`config.mk`:
```
export PLATFORM = sky130hd
export DESIGN_NAME = sad_decoder
export DESIGN_NICKNAME = d
export VERILOG_FILES = /design/src/verilog/sad_pkg.sv /design/src/verilog/sad_decoder.sv
export SDC_FILE = /design/constraint.sdc
export NUM_CORES = 1
export LEC_CHECK = 0
export BUFFER_PORTS_ARGS = -buffer_cell sky130_fd_sc_hd__buf_2
export CAP_MARGIN = 20
export CORE_AREA = 8 8 133 135
export CTS_BUF_LIST = sky130_fd_sc_hd__clkbuf_4 sky130_fd_sc_hd__clkbuf_8 sky130_fd_sc_hd__clkbuf_16
export DETAILED_ROUTE_END_ITERATION = 10
export DIE_AREA = 0 0 141 143
export PLACE_DENSITY_LB_ADDON = 0.1
export RECOVER_POWER = 50
export SETUP_SLACK_MARGIN = 0.15
export SYNTH_ARGS = -nofsm -noshare
export SYNTH_HDL_FRONTEND = slang
export SYNTH_HIERARCHICAL = 1
export SYNTH_SLANG_ARGS = --single-unit
```
`constraint.sdc`:
```
create_clock -name sys_clk_i -period 0.8 [get_ports sys_clk_i]
set_input_delay 0.16 -clock sys_clk_i [delete_from_list [all_inputs] [get_ports sys_clk_i]]
set_output_delay 0.16 -clock sys_clk_i [all_outputs]
set_load 0.005 [all_outputs]
```
`src/verilog/sad_pkg.sv`:
```
// Package for the system address decoder: address map and select types
package sad_pkg;
	localparam logic [31:0] SAD_FLASH_BASE = 32'h0000_0000;
	localparam logic [31:0] SAD_FLASH_LAST = 32'h07ff_ffff;
	localparam logic [31:0] SAD_VECTOR_BYTES = 32'h0000_00c4;
	localparam logic [31:0] SAD_SRAML_BASE = 32'h1fff_fc00;
	localparam logic [31:0] SAD_SRAMU_BASE = 32'h2000_0000;
	localparam logic [31:0] SAD_SRAMU_LAST = 32'h2000_0bff;
	localparam logic [31:0] SAD_BRIDGE_BASE = 32'h4000_0000;
	localparam logic [31:0] SAD_BRIDGE_LAST = 32'h4007_ffff;
	localparam logic [31:0] SAD_GPIO_BASE = 32'h400f_f000;
	localparam logic [31:0] SAD_GPIO_LAST = 32'h400f_ffff;
	localparam logic [31:0] SAD_BITMAN_BASE = 32'h4400_0000;
	localparam logic [31:0] SAD_BITMAN_LAST = 32'h5fff_ffff;
	localparam logic [31:0] SAD_PPB_BASE = 32'he000_0000;
	localparam logic [31:0] SAD_PPB_LAST = 32'he00f_ffff;
	localparam logic [31:0] SAD_TRACE_BASE = 32'hf000_0000;
	localparam logic [31:0] SAD_TRACE_LAST = 32'hf000_3fff;
	localparam logic [31:0] SAD_DIRECT_BASE = 32'hf800_0000;
	localparam logic [31:0] SAD_DIRECT_LAST = 32'hffff_ffff;
	localparam logic [6:0] SAD_GPIO_SLOT = 7'h0f;
	localparam int SAD_SLOT_COUNT = 128;
	localparam int SAD_ONPLAT_SLOTS = 32;
	localparam int SAD_SLOT_SHIFT = 12;

	// One-hot-free encoding of the chosen slave
	typedef enum logic [3:0] {
		SAD_SEL_NONE = 4'h0,
		SAD_SEL_FLASH = 4'h1,
		SAD_SEL_SRAML = 4'h2,
		SAD_SEL_SRAMU = 4'h3,
		SAD_SEL_BRIDGE = 4'h4,
		SAD_SEL_BITMAN = 4'h5,
		SAD_SEL_PPB = 4'h6,
		SAD_SEL_TRACE = 4'h7,
		SAD_SEL_DIRECT = 4'h8
	} sad_sel_type;

	typedef struct packed {
		logic valid;
		logic is_dma;
		logic write;
		logic [31:0] addr;
	} sad_req_type;

	typedef struct packed {
		logic valid;
		sad_sel_type sel;
		logic [7:0] slot;
		logic [11:0] offset;
		logic vector;
		logic error;
	} sad_resp_type;
endpackage

```
`src/verilog/sad_decoder.sv`:
```
// System address decoder with peripheral bridge slot decode
//
// Contract
// - Decode full 4 GB, 32-bit address space
// - Low range routes to flash from zero
// - First 196 flash bytes are vectors
// - Both SRAM halves decoded, contiguous block
// - Bridge reached by core and DMA
// - 32 on-platform 4 KB slot enables
// - 96 off-platform 4 KB slot enables
// - Slot 128 selects GPIO, aliases 15
// - Core-only direct single-cycle GPIO port
// - Core-only bit manipulation alias, slots 0-127
// - Full bit ops on GPIO via slot 15
// - Private, trace, ROM, misc core only
// - Flash beyond present size errors
// - Flash read during command errors
// - SRAM beyond present size errors
// - Cleared clock gate disables slot
// - Unimplemented or disabled slot errors
// - Unimplemented offset in slot errors
`timescale 1ns/1ps
module sad_decoder
	import sad_pkg::*;
#(
	parameter logic [31:0] FLASH_SIZE = 32'h0000_8000,
	parameter logic [31:0] SRAML_SIZE = 32'h0000_0400,
	parameter logic [31:0] SRAMU_SIZE = 32'h0000_0c00,
	parameter logic [128:0] SLOT_PRESENT = {129{1'b1}},
	parameter logic [11:0] SLOT_SPAN = 12'hfff
) (
	// Clock and reset
	input wire logic sys_clk_i,
	input wire logic rstn_i,
	// Request from the bus masters
	input wire sad_req_type req_i,
	// Module clock gates and flash status
	input wire logic [128:0] slot_clk_gate_i,
	input wire logic flash_cmd_busy_i,
	// Decoded answer
	output sad_resp_type resp_o,
	output logic [128:0] slot_enable_o,
	output logic bitman_gpio_full_o
);
	// Range hits; the whole 32-bit space is classified
	wire logic [31:0] a = req_i.addr;
	wire logic hit_flash;
	wire logic hit_sraml;
	wire logic hit_sramu;
	wire logic hit_bridge;
	wire logic hit_gpio;
	wire logic hit_bitman;
	wire logic hit_ppb;
	wire logic hit_trace;
	wire logic hit_direct;
	sad_range_hit #(.LO(SAD_FLASH_BASE), .HI(SAD_FLASH_LAST)) u_hit_flash (
		.addr_i(a),
		.hit_o(hit_flash)
	);
	sad_range_hit #(.LO(SAD_SRAML_BASE), .HI(SAD_SRAMU_BASE - 32'h0000_0001)) u_hit_sraml (
		.addr_i(a),
		.hit_o(hit_sraml)
	);
	sad_range_hit #(.LO(SAD_SRAMU_BASE), .HI(SAD_SRAMU_LAST)) u_hit_sramu (
		.addr_i(a),
		.hit_o(hit_sramu)
	);
	sad_range_hit #(.LO(SAD_BRIDGE_BASE), .HI(SAD_BRIDGE_LAST)) u_hit_bridge (
		.addr_i(a),
		.hit_o(hit_bridge)
	);
	sad_range_hit #(.LO(SAD_GPIO_BASE), .HI(SAD_GPIO_LAST)) u_hit_gpio (
		.addr_i(a),
		.hit_o(hit_gpio)
	);
	sad_range_hit #(.LO(SAD_BITMAN_BASE), .HI(SAD_BITMAN_LAST)) u_hit_bitman (
		.addr_i(a),
		.hit_o(hit_bitman)
	);
	sad_range_hit #(.LO(SAD_PPB_BASE), .HI(SAD_PPB_LAST)) u_hit_ppb (
		.addr_i(a),
		.hit_o(hit_ppb)
	);
	sad_range_hit #(.LO(SAD_TRACE_BASE), .HI(SAD_TRACE_LAST)) u_hit_trace (
		.addr_i(a),
		.hit_o(hit_trace)
	);
	sad_range_hit #(.LO(SAD_DIRECT_BASE), .HI(SAD_DIRECT_LAST)) u_hit_direct (
		.addr_i(a),
		.hit_o(hit_direct)
	);
	wire logic core_only = hit_bitman | hit_ppb | hit_trace | hit_direct;

	// Present-memory bounds; SRAM halves meet at the upper base
	wire logic flash_absent = a >= SAD_FLASH_BASE + FLASH_SIZE;
	wire logic sraml_absent = a < SAD_SRAMU_BASE - SRAML_SIZE;
	wire logic sramu_absent = a >= SAD_SRAMU_BASE + SRAMU_SIZE;
	wire logic flash_collide = !req_i.write && flash_cmd_busy_i;

	// Slot number; bit manipulation alias folds onto bridge slots by its low bits
	wire logic [6:0] bridge_slot = a[18:12];
	wire logic [6:0] bitman_slot = a[18:12];
	wire logic [7:0] slot_num = hit_gpio ? 8'h80 : {1'b0, hit_bitman ? bitman_slot : bridge_slot};
	// GPIO alias: slot 15 and slot 128 share enable and gate of slot 15
	wire logic [7:0] gate_num = (slot_num == 8'h80) ? {1'b0, SAD_GPIO_SLOT} : slot_num;
	wire logic slot_live = SLOT_PRESENT[slot_num] && slot_clk_gate_i[gate_num];
	wire logic offset_bad = a[11:0] > SLOT_SPAN;
	wire logic any_slot = hit_bridge | hit_gpio | hit_bitman;

	// Priority-free select: ranges are disjoint so only one can win
	sad_sel_type sel_raw;
	always_comb begin
		sel_raw = SAD_SEL_NONE;
		if (hit_flash) begin
			sel_raw = SAD_SEL_FLASH;
		end else if (hit_sraml) begin
			sel_raw = SAD_SEL_SRAML;
		end else if (hit_sramu) begin
			sel_raw = SAD_SEL_SRAMU;
		end else if (hit_bridge || hit_gpio) begin
			sel_raw = SAD_SEL_BRIDGE;
		end else if (hit_bitman) begin
			sel_raw = SAD_SEL_BITMAN;
		end else if (hit_ppb) begin
			sel_raw = SAD_SEL_PPB;
		end else if (hit_trace) begin
			sel_raw = SAD_SEL_TRACE;
		end else if (hit_direct) begin
			sel_raw = SAD_SEL_DIRECT;
		end
	end

	// Error sources
	wire logic err_reserved = sel_raw == SAD_SEL_NONE;
	wire logic err_master = req_i.is_dma && core_only;
	wire logic err_flash = hit_flash && (flash_absent || flash_collide);
	wire logic err_sram = (hit_sraml && sraml_absent) || (hit_sramu && sramu_absent);
	wire logic err_slot = any_slot && (!slot_live || offset_bad);
	wire logic err_any = err_reserved | err_master | err_flash | err_sram | err_slot;
	// Errored accesses select nothing
	wire sad_sel_type sel_final = err_any ? SAD_SEL_NONE : sel_raw;

	// Module enable vector: one bit at most, only for live slots
	logic [128:0] enable_d;
	always_comb begin
		enable_d = '0;
		if (req_i.valid && any_slot && !err_any) begin
			enable_d[gate_num] = 1'b1;
		end
	end

	// Full bit op set only via slot 15 alias; slot 128 gets a subset
	wire logic bitman_full_d = req_i.valid && hit_bitman && bitman_slot == SAD_GPIO_SLOT;

	sad_resp_type resp_d;
	always_comb begin
		resp_d = '0;
		resp_d.valid = req_i.valid;
		resp_d.sel = req_i.valid ? sel_final : SAD_SEL_NONE;
		resp_d.slot = any_slot ? slot_num : 8'h00;
		resp_d.offset = a[11:0];
		resp_d.vector = hit_flash && a < SAD_VECTOR_BYTES;
		resp_d.error = req_i.valid && err_any;
	end

	// Registered answer, one cycle after the request
	always_ff @(posedge sys_clk_i or negedge rstn_i) begin
		if (!rstn_i) begin
			resp_o <= '0;
			slot_enable_o <= '0;
			bitman_gpio_full_o <= 1'b0;
		end else begin
			resp_o <= resp_d;
			slot_enable_o <= enable_d;
			bitman_gpio_full_o <= bitman_full_d;
		end
	end

	// Checks
	dma_core_only_a: assert property (@(posedge sys_clk_i) disable iff (!rstn_i)
		req_i.valid && req_i.is_dma && core_only |=> resp_o.error && resp_o.sel == SAD_SEL_NONE)
		else $error("DMA reached a core-only range");
	one_enable_a: assert property (@(posedge sys_clk_i) disable iff (!rstn_i)
		$onehot0(slot_enable_o))
		else $error("More than one slot enable");
	err_no_sel_a: assert property (@(posedge sys_clk_i) disable iff (!rstn_i)
		resp_o.error |-> resp_o.sel == SAD_SEL_NONE && slot_enable_o == '0)
		else $error("Errored access selected a slave");
	flash_range_a: assert property (@(posedge sys_clk_i) disable iff (!rstn_i)
		req_i.valid && a < FLASH_SIZE && !flash_collide |=> resp_o.sel == SAD_SEL_FLASH)
		else $error("Present flash not selected");
	flash_absent_a: assert property (@(posedge sys_clk_i) disable iff (!rstn_i)
		req_i.valid && hit_flash && flash_absent |=> resp_o.error)
		else $error("Absent flash did not error");
	collide_a: assert property (@(posedge sys_clk_i) disable iff (!rstn_i)
		req_i.valid && hit_flash && !req_i.write && flash_cmd_busy_i |=> resp_o.error)
		else $error("Flash collision not errored");
	sram_absent_a: assert property (@(posedge sys_clk_i) disable iff (!rstn_i)
		req_i.valid && (hit_sraml && sraml_absent || hit_sramu && sramu_absent) |=> resp_o.error)
		else $error("Absent SRAM did not error");
	gate_off_a: assert property (@(posedge sys_clk_i) disable iff (!rstn_i)
		req_i.valid && any_slot && !slot_clk_gate_i[gate_num] |=> resp_o.error && !slot_enable_o[$past(gate_num)])
		else $error("Gated slot still enabled");
	gpio_alias_a: assert property (@(posedge sys_clk_i) disable iff (!rstn_i)
		req_i.valid && hit_gpio && !err_any |=> slot_enable_o[SAD_GPIO_SLOT] && resp_o.slot == 8'h80)
		else $error("GPIO alias did not reach slot 15");
	vector_a: assert property (@(posedge sys_clk_i) disable iff (!rstn_i)
		req_i.valid && a == 32'h0000_00c3 |=> resp_o.vector)
		else $error("Vector byte not flagged");
	offset_a: assert property (@(posedge sys_clk_i) disable iff (!rstn_i)
		req_i.valid && any_slot && offset_bad |=> resp_o.error)
		else $error("Unimplemented offset not errored");

	// Map coverage and master rights
	full_space_a: assert property (@(posedge sys_clk_i) disable iff (!rstn_i)
		req_i.valid |=> resp_o.sel != SAD_SEL_NONE || resp_o.error)
		else $error("Address neither selected nor errored");
	flash_base_a: assert property (@(posedge sys_clk_i) disable iff (!rstn_i)
		req_i.valid && a == SAD_FLASH_BASE && !flash_collide |=> resp_o.sel == SAD_SEL_FLASH)
		else $error("Flash base not selected");
	flash_dma_a: assert property (@(posedge sys_clk_i) disable iff (!rstn_i)
		req_i.valid && req_i.is_dma && hit_flash && !flash_absent && !flash_collide
		|=> resp_o.sel == SAD_SEL_FLASH)
		else $error("DMA flash access refused");
	vector_end_a: assert property (@(posedge sys_clk_i) disable iff (!rstn_i)
		req_i.valid && a == SAD_VECTOR_BYTES |=> !resp_o.vector)
		else $error("Vector flag past the vector table");
	sraml_sel_a: assert property (@(posedge sys_clk_i) disable iff (!rstn_i)
		req_i.valid && hit_sraml && !sraml_absent |=> resp_o.sel == SAD_SEL_SRAML)
		else $error("Lower SRAM not selected");
	sramu_sel_a: assert property (@(posedge sys_clk_i) disable iff (!rstn_i)
		req_i.valid && hit_sramu && !sramu_absent |=> resp_o.sel == SAD_SEL_SRAMU)
		else $error("Upper SRAM not selected");
	sram_join_a: assert property (@(posedge sys_clk_i) disable iff (!rstn_i)
		req_i.valid && a == SAD_SRAMU_BASE - 32'h0000_0001 && !sraml_absent
		|=> resp_o.sel == SAD_SEL_SRAML && !resp_o.error)
		else $error("SRAM halves not contiguous");
	bridge_sel_a: assert property (@(posedge sys_clk_i) disable iff (!rstn_i)
		req_i.valid && hit_bridge && !err_any |=> resp_o.sel == SAD_SEL_BRIDGE)
		else $error("Bridge not selected");
	bridge_dma_a: assert property (@(posedge sys_clk_i) disable iff (!rstn_i)
		req_i.valid && req_i.is_dma && hit_bridge && slot_live && !offset_bad |=> !resp_o.error)
		else $error("DMA refused at the bridge");
	direct_sel_a: assert property (@(posedge sys_clk_i) disable iff (!rstn_i)
		req_i.valid && !req_i.is_dma && hit_direct
		|=> resp_o.sel == SAD_SEL_DIRECT && !resp_o.error)
		else $error("Direct GPIO port not selected");
	direct_dma_a: assert property (@(posedge sys_clk_i) disable iff (!rstn_i)
		req_i.valid && req_i.is_dma && hit_direct |=> resp_o.error)
		else $error("DMA reached the direct GPIO port");
	bitman_sel_a: assert property (@(posedge sys_clk_i) disable iff (!rstn_i)
		req_i.valid && !req_i.is_dma && hit_bitman && slot_live && !offset_bad
		|=> resp_o.sel == SAD_SEL_BITMAN)
		else $error("Bit manipulation alias not selected");
	bitman_slot_a: assert property (@(posedge sys_clk_i) disable iff (!rstn_i)
		req_i.valid && hit_bitman |=> resp_o.slot == {1'b0, $past(bitman_slot)})
		else $error("Alias slot number wrong");
	bitman_dma_a: assert property (@(posedge sys_clk_i) disable iff (!rstn_i)
		req_i.valid && req_i.is_dma && hit_bitman |=> resp_o.error && slot_enable_o == '0)
		else $error("DMA reached the bit manipulation alias");
	bitman_full_a: assert property (@(posedge sys_clk_i) disable iff (!rstn_i)
		req_i.valid && hit_bitman && bitman_slot == SAD_GPIO_SLOT |=> bitman_gpio_full_o)
		else $error("Full bit op set not flagged on slot 15");
	bitman_subset_a: assert property (@(posedge sys_clk_i) disable iff (!rstn_i)
		req_i.valid && hit_gpio |=> !bitman_gpio_full_o)
		else $error("Full bit op set flagged on slot 128");
	ppb_sel_a: assert property (@(posedge sys_clk_i) disable iff (!rstn_i)
		req_i.valid && !req_i.is_dma && hit_ppb |=> resp_o.sel == SAD_SEL_PPB && !resp_o.error)
		else $error("Private range not selected for core");
	ppb_dma_a: assert property (@(posedge sys_clk_i) disable iff (!rstn_i)
		req_i.valid && req_i.is_dma && hit_ppb |=> resp_o.error)
		else $error("DMA reached the private range");
	trace_sel_a: assert property (@(posedge sys_clk_i) disable iff (!rstn_i)
		req_i.valid && !req_i.is_dma && hit_trace |=> resp_o.sel == SAD_SEL_TRACE && !resp_o.error)
		else $error("Trace range not selected for core");
	trace_dma_a: assert property (@(posedge sys_clk_i) disable iff (!rstn_i)
		req_i.valid && req_i.is_dma && hit_trace |=> resp_o.error)
		else $error("DMA reached the trace range");
	flash_write_a: assert property (@(posedge sys_clk_i) disable iff (!rstn_i)
		req_i.valid && hit_flash && !flash_absent && req_i.write |=> !resp_o.error)
		else $error("Flash write refused");
	flash_idle_a: assert property (@(posedge sys_clk_i) disable iff (!rstn_i)
		req_i.valid && hit_flash && !flash_absent && !flash_cmd_busy_i |=> !resp_o.error)
		else $error("Idle flash read refused");
	sram_ok_a: assert property (@(posedge sys_clk_i) disable iff (!rstn_i)
		req_i.valid && hit_sramu && !sramu_absent |=> !resp_o.error)
		else $error("Present SRAM refused");
	reserved_a: assert property (@(posedge sys_clk_i) disable iff (!rstn_i)
		req_i.valid && sel_raw == SAD_SEL_NONE |=> resp_o.error && slot_enable_o == '0)
		else $error("Reserved range not refused");

	// Slot decode
	onplat_en_a: assert property (@(posedge sys_clk_i) disable iff (!rstn_i)
		req_i.valid && hit_bridge && !err_any && a[18:17] == 2'b00 |=> slot_enable_o[31:0] != '0)
		else $error("On-platform slot not enabled");
	onplat_slot_a: assert property (@(posedge sys_clk_i) disable iff (!rstn_i)
		req_i.valid && hit_bridge && a[18:17] == 2'b00 |=> resp_o.slot < 8'h20)
		else $error("On-platform slot number wrong");
	offplat_en_a: assert property (@(posedge sys_clk_i) disable iff (!rstn_i)
		req_i.valid && hit_bridge && !err_any && a[18:17] != 2'b00 |=> slot_enable_o[127:32] != '0)
		else $error("Off-platform slot not enabled");
	offplat_slot_a: assert property (@(posedge sys_clk_i) disable iff (!rstn_i)
		req_i.valid && hit_bridge && a[18:17] != 2'b00
		|=> resp_o.slot >= 8'h20 && resp_o.slot <= 8'h7f)
		else $error("Off-platform slot number wrong");
	gpio_sel_a: assert property (@(posedge sys_clk_i) disable iff (!rstn_i)
		req_i.valid && hit_gpio && !err_any |=> resp_o.sel == SAD_SEL_BRIDGE)
		else $error("GPIO slot not routed to the bridge");
	gate_on_a: assert property (@(posedge sys_clk_i) disable iff (!rstn_i)
		req_i.valid && hit_bridge && slot_live && !offset_bad |=> slot_enable_o[$past(gate_num)])
		else $error("Live slot not enabled");
	absent_slot_a: assert property (@(posedge sys_clk_i) disable iff (!rstn_i)
		req_i.valid && any_slot && !SLOT_PRESENT[slot_num] |=> resp_o.error && slot_enable_o == '0)
		else $error("Absent slot not refused");
	offset_ok_a: assert property (@(posedge sys_clk_i) disable iff (!rstn_i)
		req_i.valid && hit_bridge && slot_live && !offset_bad |=> !resp_o.error)
		else $error("Implemented offset refused");

	// Quiet when idle, never two slaves
	idle_quiet_a: assert property (@(posedge sys_clk_i) disable iff (!rstn_i)
		!req_i.valid |=> !resp_o.valid && !resp_o.error && slot_enable_o == '0 && !bitman_gpio_full_o)
		else $error("Output active without a request");
	valid_follow_a: assert property (@(posedge sys_clk_i) disable iff (!rstn_i)
		req_i.valid |=> resp_o.valid)
		else $error("Request not answered next cycle");
	sel_valid_a: assert property (@(posedge sys_clk_i) disable iff (!rstn_i)
		!resp_o.valid |-> resp_o.sel == SAD_SEL_NONE)
		else $error("Slave selected without a request");
	enable_sel_a: assert property (@(posedge sys_clk_i) disable iff (!rstn_i)
		slot_enable_o != '0 |-> resp_o.sel == SAD_SEL_BRIDGE || resp_o.sel == SAD_SEL_BITMAN)
		else $error("Slot enabled for a non-slot slave");
	no_slot128_a: assert property (@(posedge sys_clk_i) disable iff (!rstn_i)
		!slot_enable_o[128])
		else $error("Slot 128 enabled apart from slot 15");
endmodule // sad_decoder

// Inclusive window compare on the bus address
module sad_range_hit #(
	parameter logic [31:0] LO = 32'h0000_0000,
	parameter logic [31:0] HI = 32'hffff_ffff
) (
	// Address under test
	input wire logic [31:0] addr_i,
	// Inside the window
	output logic hit_o
);
	// A zero low bound always holds; short-circuit it
	wire logic above_lo = (LO == 32'h0000_0000) || (addr_i >= LO);
	wire logic below_hi = addr_i <= HI;
	assign hit_o = above_lo && below_hi;
endmodule // sad_range_hit

```
==> summary.txt <==
Clock root cell: clkbuf_16
Synth area leader: dfrtp_1
Sw Ratio: 25.95%
First-pass iteration count of the detailed router: 6
Yosys warns: 6
Hold-fix buffers at CTS: 12
End of the critical path: slot_enable_o[107]$_DFF_PN0_
Worst setup path start: req_i[28]
Cell internal pwr: 0.01365 W
Post-synth EDFFs: 0
Clock power frac: 42.4%
Wire per inst: 21.23 µm
Sequential Area: 3929 µm²
CP delay by family, top: simple AND/OR/NAND/NOR gates
Switching Power: 0.004786 W
Worst Path Arrival: 3.00 ns
Seq/Total Area, Yosys: 54.63%
Placed cell count: 1270
Height of the die: 143 µm
CP startpoint kind: input port
Area occupied by multi-input gates: 3141 µm²
Syn_area_per_cell: 10.91 µm²
Final Hold Vio Count: 0
Largest net degree at the start of global routing: 56
Pwr Density: 1672 nW/µm²
Sinks on Clock Net: 157
Num CTS Buffers: 17
CTS tree: built
Final Cycle Share: 339.1%
Share of Yosys cell area claimed by the top area cell type: 54.63%
Hold crit path type: in2reg
Leakage power: 5.525 nW
Share of power burned in combinational logic: 14.2%
Initial antenna violation count: 1
Total gr overflow: 0
Relative slew slack: 62.87%
ANT cells: 0
Mapped Nets: 826
Fin nets: 1259
Top_reg_cell synth: dfrtp_1
Data required, critical path: 1.09 ns
Layout cells sized above 1: 50.32%
Post-synthesis async set-or-reset flop share: 100.0%
Maximum clock path buffer count: 2
CP Capture Type: register
GPL Wtd Cong: 0.9338
Initial DRC Count: 493
Post-route minimum period: 2.713 ns
Vias: 7368
CP Cell Sequence: buf_6 > or4b_4 > nor4_4 > buf_12 > nor2_4 > buf_12 > mux4_2 > a221oi_2 > nand3_1 > a32o_2 > nand3_4 > buf_12 > clkbuf_16 > nor3_1
# rows: 46
WP depth: 14
Total track usage: 26.90%
Crit path kind: in2reg
Initial core utilization: 46.11%
Synth unique cells: 70
Bufs and invs on worst path: 5
CTS H-Tree Depth: 4
First-pass GRT wire length: 42030 µm
DP Wirelength: 21150 µm
Number of routed nets with antenna violations: 0
Slew of the pin with the lowest slew margin: 0.5555 ns
Sequential power share: 43.4%
Failing checks: setup timing
# Max-Cap Violations: 0
Top cell by count, worst path: buf_12
Peak supply drop: 1.269 mV
FF+latch count, synth: 157
Layout area overhead: 53.36%
CP max stage delay: 0.54 ns
Max Freq: 0.3686 GHz
Die X: 141 µm
RSZ-0062 raised after global routing: true
Post-Route WL: 28050 µm
Mapped Cells: 659
Vias per inst: 5.578
Commonest non-fill, non-tap cell in the layout: buf_2
WHS: 0.02481 ns
Core Area: 15600 µm²
Die ar.: 20160 µm²
Clock slew at reported path FFs: 0.07 ns
Vias in the first global route: 7664
Final Worst Setup Slack: -1.913 ns
Non-filler cells, final: 1321
Most frequent cells in the layout: 311 x buf_2, 157 x dfrtp_1, 107 x buf_4, 85 x nor3_1, 53 x nand2_1
CP max stage cell: or4b_4
I/O Pins: 324
Crit-path max FO: 20
Outcome: finished with violations
Drc violations: 0
Fill cells: 1169
Netlist area before placement: 7192 µm²
Largest cells by area after synthesis: dfrtp_1 55%, nor3_1 6.1%, nor4_1 5.3%
Slew Viols, Final: 0
Buffers added on ports: 322
Final setup viols: 300
==> worst min path at each step <==
stage          slack [ns]                           end  cells after the start  startpoint
6_report             0.02           resp_o[1]$_DFF_PN0_                      4    req_i[9]
5_1_grt              0.04           resp_o[1]$_DFF_PN0_                      4    req_i[9]
4_1_cts            -0.009          resp_o[12]$_DFF_PN0_                      2   req_i[10]
3_5_place_dp         0.05   slot_enable_o[73]$_DFF_PN0_                      1      rstn_i
3_3_place_gp         0.04   slot_enable_o[73]$_DFF_PN0_                      1      rstn_i
2_1_floorplan       -0.14  bitman_gpio_full_o$_DFF_PN0_                      0      rstn_i
==> flip-flops by register name, summed over array words and instances (netlist names) <==
register / flops
bitman_gpio_full_o: 1
resp_o: 27
slot_enable_o: 129
==> cell usage after synthesis, types with 7 or more instances <==
cell,number
dfrtp_1,157
nor3_1,88
nor4_1,61
nand2_1,53
nor2_1,30
buf_2,23
clkbuf_1,23
mux2i_1,13
nand3_1,13
mux2_2,10
nand4_1,10
nor2b_1,10
o21ai_0,10
a211oi_1,9
and2_1,9
mux4_2,9
nor4_2,9
inv_1,7
o22ai_1,7
==> layout make-up <==
type | instances | share of cell area [%]
sequential | 157 | 35.62
timing repair buffer | 470 | 27.93
clock inverter | 14 | 1.361
clock buffer | 18 | 3.925
inverter | 7 | 0.2382
tap | 216 | 2.450
multi-input combinational | 439 | 28.47
==> logic make-up after synthesis <==
group | share of synthesized area, %
flip-flops | 54.63
multiplexers | 6.193
AO/OA/AOI/OAI | 7.968
AND/OR/NAND/NOR | 26.74
other | 0.05214
buffers and inverters | 4.419
==> power groups by stage <==
stage / logic, W / registers (W) / clock network (W)
6_report: 0.00263 / 0.00800 / 0.00781
3_5_place_dp: 0.00244 / 0.00815 / 0
2_1_floorplan: 0.000999 / 0.00816 / 0
3_3_place_gp: 0.00243 / 0.00814 / 0
4_1_cts: 0.00255 / 0.00800 / 0.00793
5_1_grt: 0.00282 / 0.00800 / 0.00829
==> per-layer routing <==
metal | vias up | track usage [%] | part of all wire, %
met4 | 0 | 9.842 | 2.1
met1 | 3544 | 31.86 | 37
met3 | 53 | 6.845 | 8.6
li1 | 3353 | - | -
met2 | 418 | 46.49 | 52
met5 | - | 0 | 0
==> metrics by stage <==
stage                     setup WS, ns  power [W]  cell area, µm²  utilization (%)  setup TNS [ns]
final                           -1.913    0.01844           11030            70.71         -297.51
after global routing            -1.982    0.01911           11030            70.71         -313.08
after CTS                       -1.856    0.01848           10840            69.50         -290.42
after detailed placement        -2.378    0.01059           10000            64.14         -315.88
after global placement          -2.343    0.01058           10000            64.14         -313.04
after floorplan                 -1.966   0.009157            7363                -         -265.72
==> what timing repair did <==
action,4_1_cts,5_1_grt
hold endpoints to repair,170,1
pin swaps,5,2
setup endpoints to repair,300,319
gates cloned,0,4
gates resized for setup,28,15
setup buffers,1,2
==> tightest hold or removal path: stages <==
cell	delay [ns]
buf_2	0.08
nor4_1	0.04
nand4_1	0.08
nor3_1	0.04
Note: power is estimated with default switching activity, not from simulation.
